==> src/core/tmw_pkg.sv <==
/*
  tmw_pkg: constants, register map and state types of the timer waveform block.
  Assumes one 40 MHz clock, synchronous active-high reset, AHB-Lite register access.
*/
// Function
// RULE1 - force a drives level a when no modes
// RULE2 - force b drives level b on output b
// RULE3 - forcing raises no flag; matches still do
// RULE4 - capture keeps working under force and single pulse
// RULE5 - trigger reloads fffc, level b after four
// RULE6 - match a ends pulse with level a
// RULE7 - single pulse never sets flag a
// RULE8 - trigger sets capture flag a, capture fffc
// RULE9 - both modes: single pulse if force a
// RULE10 - compare a fffb gives ffff long pulse
// RULE11 - retrigger or count write before match restarts
// RULE12 - pwm: match a level a, match b reload
// RULE13 - pwm never sets flag a, flag b each period
// RULE14 - compare a beyond b gives no waveform
// RULE15 - equal compares give square wave
// RULE16 - both fffc: counter stuck, output toggles
// RULE17 - pwm with force b drives level b
// RULE18 - width measure: period to a, width to b
// RULE19 - first capture a interrupt suppressed
// RULE20 - software sets edges inverse, then enable
// RULE21 - registers accessed only as whole words
// RULE22 - capture registers read only, hold latched count
// RULE23 - everything acts on timer tick; here captures, triggers and the level b delay act on every clock
package tmw_pkg;
  localparam logic [7:0] tmw_off_capture_a = 8'h00;
  localparam logic [7:0] tmw_off_capture_b = 8'h04;
  localparam logic [7:0] tmw_off_compare_a = 8'h08;
  localparam logic [7:0] tmw_off_compare_b = 8'h0C;
  localparam logic [7:0] tmw_off_count = 8'h10;
  localparam logic [7:0] tmw_off_control1 = 8'h14;
  localparam logic [7:0] tmw_off_control2 = 8'h18;
  localparam logic [7:0] tmw_off_status = 8'h1C;
  localparam logic [15:0] tmw_count_reload = 16'hFFFC;
  localparam logic [15:0] tmw_count_zero = 16'h0000;
  localparam logic [15:0] tmw_count_max = 16'hFFFF;
  localparam logic [15:0] tmw_compare_reset = 16'h8000;
  localparam logic [15:0] tmw_ctrl_reset = 16'h0000;
  localparam logic [2:0] tmw_level_delay = 3'h4;
  // control 1 fields
  localparam int tmw_b_enable = 15;
  localparam int tmw_b_width_measure = 14;
  localparam int tmw_b_force_b = 11;
  localparam int tmw_b_force_a = 10;
  localparam int tmw_b_level_b = 9;
  localparam int tmw_b_level_a = 8;
  localparam int tmw_b_out_b_en = 7;
  localparam int tmw_b_out_a_en = 6;
  localparam int tmw_b_single_pulse = 5;
  localparam int tmw_b_pwm = 4;
  localparam int tmw_b_edge_b = 3;
  localparam int tmw_b_edge_a = 2;
  localparam int tmw_b_ext_edge = 1;
  localparam int tmw_b_ext_en = 0;
  localparam logic [15:0] tmw_ctrl1_mask = 16'hCFFF;
  // control 2 fields: prescale in low byte, enables above
  localparam int tmw_b_cap_a_ie = 15;
  localparam int tmw_b_cmp_a_ie = 14;
  localparam int tmw_b_ovf_ie = 13;
  localparam int tmw_b_cap_b_ie = 12;
  localparam int tmw_b_cmp_b_ie = 11;
  localparam logic [15:0] tmw_ctrl2_mask = 16'hF8FF;
  // status fields, write zero clears
  localparam int tmw_s_cap_a = 15;
  localparam int tmw_s_cmp_a = 14;
  localparam int tmw_s_ovf = 13;
  localparam int tmw_s_cap_b = 12;
  localparam int tmw_s_cmp_b = 11;
  localparam logic [15:0] tmw_status_mask = 16'hF800;
  localparam logic [1:0] tmw_htrans_nonseq = 2'h2;
  localparam logic [2:0] tmw_hsize_word = 3'h2;

  typedef enum logic [1:0] {tmw_mode_plain, tmw_mode_single, tmw_mode_pwm, tmw_mode_measure} tmw_mode_t;

  typedef struct packed {
    logic [15:0] count;
    logic [15:0] capture_a;
    logic [15:0] capture_b;
    logic [15:0] compare_a;
    logic [15:0] compare_b;
    logic [15:0] ctrl1;
    logic [15:0] ctrl2;
    logic [15:0] status;
    logic [7:0] prescale_cnt;
    logic ext_prev;
    logic cap_a_prev;
    logic cap_b_prev;
    logic out_a;
    logic out_b;
    logic [2:0] level_wait;
    logic pulse_active;
    logic pwm_square_phase;
    logic measure_first;
    logic ap_valid;
    logic ap_write;
    logic [7:0] ap_addr;
    logic [31:0] rdata;
  } tmw_state_t;

  typedef struct packed {
    logic sel;
    logic [31:0] haddr;
    logic [1:0] htrans;
    logic hwrite;
    logic [2:0] hsize;
    logic hready;
    logic [31:0] hwdata;
  } tmw_ahb_in_t;
endpackage : tmw_pkg

==> src/core/tmw_timer.sv <==
/*
  tmw_timer: 16-bit timer with forced compare, single pulse, pwm and width measure modes,
  register file on an AHB-Lite slave. Assumes all pins synchronous to clock.
*/
// The implementer's own choice: the AHB-Lite register port.
`timescale 1ns/1ps
module tmw_timer (
  input wire logic clock,
  input wire logic rst,
  input wire tmw_pkg::tmw_ahb_in_t ahb_in,
  output logic [31:0] hrdata,
  output logic hreadyout,
  output logic hresp,
  input wire logic capture_in_a,
  input wire logic capture_in_b,
  input wire logic ext_clock_in,
  output logic compare_out_a,
  output logic compare_out_b,
  output logic irq
);
  tmw_pkg::tmw_state_t s_reg;
  tmw_pkg::tmw_state_t s_next;
  tmw_pkg::tmw_mode_t mode;
  logic tick;
  logic edge_a;
  logic edge_b;
  logic match_a;
  logic match_b;
  logic wr_en;
  logic [15:0] wdata;
  logic count_write;
  logic [15:0] ord_a;
  logic [15:0] ord_b;

  // mode resolution, single pulse wins over pwm only when force a is set
  always_comb begin
    if (s_reg.ctrl1[tmw_pkg::tmw_b_width_measure]) begin
      mode = tmw_pkg::tmw_mode_measure;
    end else if (s_reg.ctrl1[tmw_pkg::tmw_b_single_pulse] &&
                 (!s_reg.ctrl1[tmw_pkg::tmw_b_pwm] || s_reg.ctrl1[tmw_pkg::tmw_b_force_a])) begin
      mode = tmw_pkg::tmw_mode_single; // RULE9
    end else if (s_reg.ctrl1[tmw_pkg::tmw_b_pwm]) begin
      mode = tmw_pkg::tmw_mode_pwm; // RULE9
    end else begin
      mode = tmw_pkg::tmw_mode_plain;
    end
  end

  // data-phase write strobe, taken as a whole word whatever the transfer size
  assign wr_en = s_reg.ap_valid && s_reg.ap_write;
  assign wdata = ahb_in.hwdata[15:0];
  assign count_write = wr_en && (s_reg.ap_addr == tmw_pkg::tmw_off_count);

  // input edges by selected polarity
  assign edge_a = (capture_in_a != s_reg.cap_a_prev) &&
                  (capture_in_a == s_reg.ctrl1[tmw_pkg::tmw_b_edge_a]);
  assign edge_b = (capture_in_b != s_reg.cap_b_prev) &&
                  (capture_in_b == s_reg.ctrl1[tmw_pkg::tmw_b_edge_b]);

  // timer tick: prescaler or external edge, gated by enable
  always_comb begin
    if (!s_reg.ctrl1[tmw_pkg::tmw_b_enable]) begin
      tick = 1'b0;
    end else if (s_reg.ctrl1[tmw_pkg::tmw_b_ext_en]) begin
      tick = (ext_clock_in != s_reg.ext_prev) && (ext_clock_in == s_reg.ctrl1[tmw_pkg::tmw_b_ext_edge]);
    end else begin
      tick = (s_reg.prescale_cnt == s_reg.ctrl2[7:0]);
    end
  end

  assign match_a = tick && (s_reg.count == s_reg.compare_a);
  assign match_b = tick && (s_reg.count == s_reg.compare_b);

  // rollover order: fffc..ffff come before 0000
  assign ord_a = s_reg.compare_a - tmw_pkg::tmw_count_reload;
  assign ord_b = s_reg.compare_b - tmw_pkg::tmw_count_reload;

  // next-state logic
  always_comb begin
    s_next = s_reg;
    s_next.ext_prev = ext_clock_in;
    s_next.cap_a_prev = capture_in_a;
    s_next.cap_b_prev = capture_in_b;
    s_next.ap_valid = 1'b0;
    // prescaler
    if (!s_reg.ctrl1[tmw_pkg::tmw_b_enable] || s_reg.ctrl1[tmw_pkg::tmw_b_ext_en] ||
        s_reg.prescale_cnt == s_reg.ctrl2[7:0]) begin
      s_next.prescale_cnt = 8'h00;
    end else begin
      s_next.prescale_cnt = s_reg.prescale_cnt + 8'h01;
    end
    // counter advance
    if (tick) begin
      s_next.count = s_reg.count + 16'h0001; // RULE23
      if (s_reg.count == tmw_pkg::tmw_count_max) begin
        s_next.status[tmw_pkg::tmw_s_ovf] = 1'b1;
      end
    end
    // compare flags; forcing alone never sets them
    if (match_a && mode != tmw_pkg::tmw_mode_single && mode != tmw_pkg::tmw_mode_pwm) begin
      s_next.status[tmw_pkg::tmw_s_cmp_a] = 1'b1; // RULE3 RULE7 RULE13
    end
    if (match_b) begin
      s_next.status[tmw_pkg::tmw_s_cmp_b] = 1'b1; // RULE3 RULE7 RULE13
    end
    // plain compare outputs
    if (mode == tmw_pkg::tmw_mode_plain || mode == tmw_pkg::tmw_mode_measure) begin
      if (match_a) begin
        s_next.out_a = s_reg.ctrl1[tmw_pkg::tmw_b_level_a];
      end
      if (s_reg.ctrl1[tmw_pkg::tmw_b_force_a]) begin
        s_next.out_a = s_reg.ctrl1[tmw_pkg::tmw_b_level_a]; // RULE1
      end
    end
    if (match_b) begin
      s_next.out_b = s_reg.ctrl1[tmw_pkg::tmw_b_level_b];
    end
    if (s_reg.ctrl1[tmw_pkg::tmw_b_force_b]) begin
      s_next.out_b = s_reg.ctrl1[tmw_pkg::tmw_b_level_b]; // RULE2 RULE4 RULE17
    end
    // capture b works in every mode
    if (edge_b) begin
      s_next.capture_b = s_reg.count; // RULE4 RULE18 RULE22
      s_next.status[tmw_pkg::tmw_s_cap_b] = 1'b1;
    end
    case (mode)
      tmw_pkg::tmw_mode_single: begin
        // pulse starts four clocks after trigger
        if (s_reg.level_wait != 3'h0) begin
          s_next.level_wait = s_reg.level_wait - 3'h1;
          if (s_reg.level_wait == 3'h1) begin
            s_next.out_a = s_reg.ctrl1[tmw_pkg::tmw_b_level_b]; // RULE5
          end
        end
        if (match_a && s_reg.pulse_active) begin
          s_next.out_a = s_reg.ctrl1[tmw_pkg::tmw_b_level_a]; // RULE6 RULE10
          s_next.pulse_active = 1'b0;
        end
        if (edge_a || (count_write && s_reg.pulse_active)) begin
          s_next.count = tmw_pkg::tmw_count_reload; // RULE5 RULE11
          s_next.pulse_active = 1'b1;
          if (edge_a) begin
            s_next.level_wait = tmw_pkg::tmw_level_delay; // RULE5
          end
        end
        if (edge_a) begin
          s_next.capture_a = tmw_pkg::tmw_count_reload; // RULE8
          s_next.status[tmw_pkg::tmw_s_cap_a] = 1'b1; // RULE8 RULE4
        end
      end
      tmw_pkg::tmw_mode_pwm: begin
        if (ord_a <= ord_b) begin // RULE14
          if (match_a && match_b) begin
            // equal compares: alternate levels each period
            s_next.out_a = s_reg.pwm_square_phase ? s_reg.ctrl1[tmw_pkg::tmw_b_level_b] :
                                                    s_reg.ctrl1[tmw_pkg::tmw_b_level_a]; // RULE15 RULE16
            s_next.pwm_square_phase = !s_reg.pwm_square_phase;
          end else if (match_b) begin
            s_next.out_a = s_reg.ctrl1[tmw_pkg::tmw_b_level_b]; // RULE12
          end else if (match_a) begin
            s_next.out_a = s_reg.ctrl1[tmw_pkg::tmw_b_level_a]; // RULE12
          end
        end
        if (match_b) begin
          s_next.count = tmw_pkg::tmw_count_reload; // RULE12 RULE16
        end
        if (edge_a) begin
          s_next.capture_a = s_reg.count;
          s_next.status[tmw_pkg::tmw_s_cap_a] = 1'b1;
        end
      end
      tmw_pkg::tmw_mode_measure: begin
        if (edge_a) begin
          s_next.capture_a = s_reg.count; // RULE18
          s_next.count = tmw_pkg::tmw_count_zero; // RULE18
          s_next.measure_first = 1'b0;
          s_next.status[tmw_pkg::tmw_s_cap_a] = !s_reg.measure_first || s_reg.status[tmw_pkg::tmw_s_cap_a]; // RULE19
        end
        if ((capture_in_a != s_reg.cap_a_prev) && !edge_a) begin
          s_next.capture_b = s_reg.count; // RULE18
        end
      end
      default: begin
        if (edge_a) begin
          s_next.capture_a = s_reg.count; // RULE4 RULE22
          s_next.status[tmw_pkg::tmw_s_cap_a] = 1'b1;
        end
      end
    endcase
    if (mode != tmw_pkg::tmw_mode_measure) begin
      s_next.measure_first = 1'b1;
    end
    if (mode != tmw_pkg::tmw_mode_single) begin
      s_next.level_wait = 3'h0;
      s_next.pulse_active = 1'b0;
    end
    if (mode != tmw_pkg::tmw_mode_pwm) begin
      s_next.pwm_square_phase = 1'b0;
    end
    // register writes, data phase
    if (wr_en) begin
      case (s_reg.ap_addr)
        tmw_pkg::tmw_off_compare_a: s_next.compare_a = wdata;
        tmw_pkg::tmw_off_compare_b: s_next.compare_b = wdata;
        tmw_pkg::tmw_off_count: begin
          if (mode != tmw_pkg::tmw_mode_single || s_reg.pulse_active) begin
            s_next.count = tmw_pkg::tmw_count_reload; // RULE11
          end
        end
        tmw_pkg::tmw_off_control1: s_next.ctrl1 = wdata & tmw_pkg::tmw_ctrl1_mask;
        tmw_pkg::tmw_off_control2: s_next.ctrl2 = wdata & tmw_pkg::tmw_ctrl2_mask;
        // write zero clears, a flag newly set in the same cycle survives; one already set is cleared
        tmw_pkg::tmw_off_status: s_next.status = s_next.status & (wdata | ~(s_reg.status & tmw_pkg::tmw_status_mask));
        default: s_next.ap_valid = 1'b0;
      endcase
    end
    // address phase capture
    if (ahb_in.sel && ahb_in.hready && ahb_in.htrans == tmw_pkg::tmw_htrans_nonseq) begin
      s_next.ap_valid = 1'b1;
      s_next.ap_write = ahb_in.hwrite;
      s_next.ap_addr = ahb_in.haddr[7:0];
      case (ahb_in.haddr[7:0])
        tmw_pkg::tmw_off_capture_a: s_next.rdata = {16'h0000, s_reg.capture_a}; // RULE22
        tmw_pkg::tmw_off_capture_b: s_next.rdata = {16'h0000, s_reg.capture_b}; // RULE22
        tmw_pkg::tmw_off_compare_a: s_next.rdata = {16'h0000, s_reg.compare_a};
        tmw_pkg::tmw_off_compare_b: s_next.rdata = {16'h0000, s_reg.compare_b};
        tmw_pkg::tmw_off_count: s_next.rdata = {16'h0000, s_reg.count};
        tmw_pkg::tmw_off_control1: s_next.rdata = {16'h0000, s_reg.ctrl1};
        tmw_pkg::tmw_off_control2: s_next.rdata = {16'h0000, s_reg.ctrl2};
        tmw_pkg::tmw_off_status: s_next.rdata = {16'h0000, s_next.status};
        default: s_next.rdata = 32'h0000_0000;
      endcase
    end
  end

  // state register
  always_ff @(posedge clock) begin
    if (rst) begin
      s_reg <= '0;
      s_reg.count <= tmw_pkg::tmw_count_reload;
      s_reg.compare_a <= tmw_pkg::tmw_compare_reset;
      s_reg.compare_b <= tmw_pkg::tmw_compare_reset;
      s_reg.ctrl1 <= tmw_pkg::tmw_ctrl_reset;
      s_reg.ctrl2 <= tmw_pkg::tmw_ctrl_reset;
      s_reg.measure_first <= 1'b1;
    end else begin
      s_reg <= s_next;
    end
  end

  // outputs; pins low unless their output enable is set
  assign compare_out_a = s_reg.out_a && s_reg.ctrl1[tmw_pkg::tmw_b_out_a_en];
  assign compare_out_b = s_reg.out_b && s_reg.ctrl1[tmw_pkg::tmw_b_out_b_en]; // RULE17
  assign hrdata = s_reg.rdata;
  assign hreadyout = 1'b1; // RULE21
  assign hresp = 1'b0;
  assign irq = (s_reg.status[tmw_pkg::tmw_s_cap_a] && s_reg.ctrl2[tmw_pkg::tmw_b_cap_a_ie]) ||
               (s_reg.status[tmw_pkg::tmw_s_cmp_a] && s_reg.ctrl2[tmw_pkg::tmw_b_cmp_a_ie]) ||
               (s_reg.status[tmw_pkg::tmw_s_ovf] && s_reg.ctrl2[tmw_pkg::tmw_b_ovf_ie]) ||
               (s_reg.status[tmw_pkg::tmw_s_cap_b] && s_reg.ctrl2[tmw_pkg::tmw_b_cap_b_ie]) ||
               (s_reg.status[tmw_pkg::tmw_s_cmp_b] && s_reg.ctrl2[tmw_pkg::tmw_b_cmp_b_ie]);
endmodule : tmw_timer

==> config.mk <==
export PLATFORM = sky130hd
export DESIGN_NAME = tmw_timer
export DESIGN_NICKNAME = d
export VERILOG_FILES = /design/src/core/tmw_pkg.sv /design/src/core/tmw_timer.sv
export SDC_FILE = /design/constraint.sdc
export NUM_CORES = 1
export LEC_CHECK = 0
export ABC_AREA = 0
export BUFFER_PORTS_ARGS = -buffer_cell sky130_fd_sc_hd__buf_4
export CORE_UTILIZATION = 46
export CTS_CLUSTER_DIAMETER = 150
export DETAILED_ROUTE_END_ITERATION = 12
export PLACE_DENSITY_LB_ADDON = 0.15
export SLEW_MARGIN = 20
export SYNTH_ARGS = -nofsm -noshare
export SYNTH_HDL_FRONTEND = slang
export SYNTH_SLANG_ARGS = --single-unit
==> constraint.sdc <==
create_clock -name clock -period 4.8 [get_ports clock]
set_input_delay 0.96 -clock clock [delete_from_list [all_inputs] [get_ports clock]]
set_output_delay 0.96 -clock clock [all_outputs]
set_load 0.005 [all_outputs]
==> impl_metrics.json <==
{
  "end_kind": "flip-flop",
  "path_clk_slew_ns": 0.07,
  "drv_cap": 0,
  "viasPerCell": 5.73,
  "first_pass_iters": 5,
  "cts_tree": "built",
  "use_met3_pct": 5.44,
  "final.setup.tns_ns": 0,
  "htreeDepth": 4,
  "yosysMostFrequentCell": "dfxtp_1",
  "use_met2_pct": 41.1,
  "drt_iter0_drc": 566,
  "status": "complete, no violations",
  "leakagePower_nw": 3.59,
  "synth_flop_cell": "dfxtp_1",
  "max_freq_mhz": 282,
  "final_antenna_net_count": 0,
  "grtUsageMet1_pct": 34.3,
  "tightest_slew_ns": 1.07,
  "drc": 0,
  "rsz0062_at_grt": "no",
  "postSynth.asyncResetShare_pct": 0,
  "clock-sinks": 157,
  "powerDensity_nw_per_um2": 300,
  "dieArea_um2": 19500,
  "relSlewSlack_pct": 28.5,
  "ys_seq_area_share_pct": 36.1,
  "wl_per_cell_um": 19.6,
  "syn-cell-area_um2": 8720,
  "area_growth_pct": 9.51,
  "antenna_found_initial": 0,
  "rr_startpoint": "s_reg[129]$_SDFFE_PP0P_",
  "hpwl_um": 17400,
  "io-pin-count": 114,
  "die_h_um": 140,
  "critical_path_class": "reg2reg",
  "initial_core_util_pct": 47.7,
  "cts_resized": 0,
  "hold_viol": 0,
  "worstHoldStart": "hrdata[12]$_SDFFE_PP0P_",
  "slew_violations": 0,
  "synth_warnings": 0,
  "core_um2": 18300,
  "synth_cell_types": 64,
  "grt-ovfl-total": 0,
  "drive_above_1_share_pct": 11.3,
  "clock_path_buffers": 2,
  "finalSetupViolations": 0,
  "timing.final.crit_share_pct": 73.9,
  "synth_seq_cells": 157,
  "grt_pass1_wl_um": 38100,
  "netlist_instances": 1030,
  "hold_buffers": 0,
  "row_count": 49,
  "dpl_cell_area_um2": 8950,
  "worst_ep_required_time_ns": 5.10,
  "nNetsFinal": 1124,
  "yosysTopAreaCell": "dfxtp_1",
  "antenna_cells": 0,
  "cp-start-kind": "flip-flop",
  "synth_area_leaders": "dfxtp_1 (36%), mux2i_1 (8.8%), nor2_1 (5.7%)",
  "hold_class": "reg2reg",
  "synth_commonest_cells": "dfxtp_1 (157), nor2_1 (132), nand2_1 (109)",
  "path_max_fanout": 7,
  "cts_root_buf": "clkbuf_16",
  "grt.total_usage_pct": 25.9,
  "insertion_delay_ns": 0.44,
  "largest_reg_flops": 141,
  "cts_buffers": 17,
  "wirelength_um": 24700,
  "peakVddDrop_mv": 0.244,
  "busiest_layer": "met2",
  "cp-startpoint": "s_reg[129]$_SDFFE_PP0P_",
  "crit_arrival_ns": 3.85,
  "finClkSkew_ns": 0.0103,
  "die_w_um": 140,
  "grt_pass1_vias": 6587,
  "final_cell_area_um2": 9550,
  "min_period_ns": 3.55,
  "grt_max_degree": 54,
  "avgSynthCellArea_um2": 8.46,
  "yosysTopAreaCellShare_pct": 36.1,
  "routed-via-count": 7229,
  "gp_congestion": 0.888,
  "synth_edf_count": 0,
  "post_cts_buffers": 0,
  "io_buffers": 52
}
==> final timing paths <==
| path | slack (ns) | cells after the start | to |
|---|---|---|---|
| worst max register to register | 1.25 | 14 | s_reg[49]$_SDFF_PP0_ |
| worst max-delay path | 1.25 | 14 | s_reg[49]$_SDFF_PP0_ |
| worst min register to register | 0.45 | 2 | hrdata[12]$_SDFFE_PP0P_ |
| worst min-delay path | 0.45 | 2 | hrdata[12]$_SDFFE_PP0P_ |
==> worst max-delay path: stages (launching register included) <==
cell and delay (ns):
dfxtp_1 0.52, and3_1 0.22, and3_1 0.19, and2_1 0.19
and3_1 0.21, nand3_1 0.10, xnor2_1 0.15, ha_1 0.32
nand4_1 0.10, nor3_1 0.08, o31a_1 0.12, o41ai_1 0.74
a31oi_1 0.21, o2bb2ai_1 0.18, a221oi_1 0.09
==> final cells by class <==
cell class	instances	area, um2
fill	1758	8720
tap	229	287
inverter	18	67.6
multi-input combinational	765	5000
clock buffer	17	425
sequential	157	3140
timing repair buffer	61	458
clock inverter	15	168
==> routing by layer <==
metal	routed length [um]	vias up	share of wire [%]
met2	11000	237	45
met3	1520	41	6.1
met5	0	-	0
li1	-	3485	-
met4	801	0	3.2
met1	11300	3466	46
==> metrics by stage <==
stage | setup WS, ns | hold slack (ns) | power (W) | instances | utilization, %
after floorplan | 2.02 | 0.427 | 0.00147 | 1046 | -
after global placement | 1.30 | 0.440 | 0.00152 | 1230 | 49.0
after detailed placement | 1.27 | 0.444 | 0.00152 | 1230 | 49.0
after CTS | 1.26 | 0.456 | 0.00288 | 1262 | 52.3
after global routing | 1.06 | 0.461 | 0.00296 | 1262 | 52.3
final | 1.25 | 0.453 | 0.00286 | 1262 | 52.3
==> report_power, final <==
part,internal [W],switching [W]
registers,0.00132,0.0000104
clock network,0.000743,0.000632
logic,0.0000613,0.0000954
total,0.00213,0.000737
==> kinds of logic after synthesis <==
group | after synthesis | share of synthesized area, %
buffers and inverters | 124 | 7.36
other | 2 | 0.0861
multiplexers | 94 | 12.2
adder cells (fa/ha/maj) | 27 | 3.87
XOR/XNOR | 87 | 9.00
AND/OR/NAND/NOR | 374 | 19.9
flip-flops | 157 | 36.1
AO/OA/AOI/OAI | 165 | 11.6
==> layout by cell type (no fill, tap or decap), drive strengths merged, types with 27 or more instances in the layout <==
master  count
dfxtp     157
nor2      133
nand2     109
a21oi      82
mux2i      77
buf        61
xor2       45
xnor2      42
inv        29
nor3       28
nand3      27
ha         27
Power figures use the tool's default switching activity.
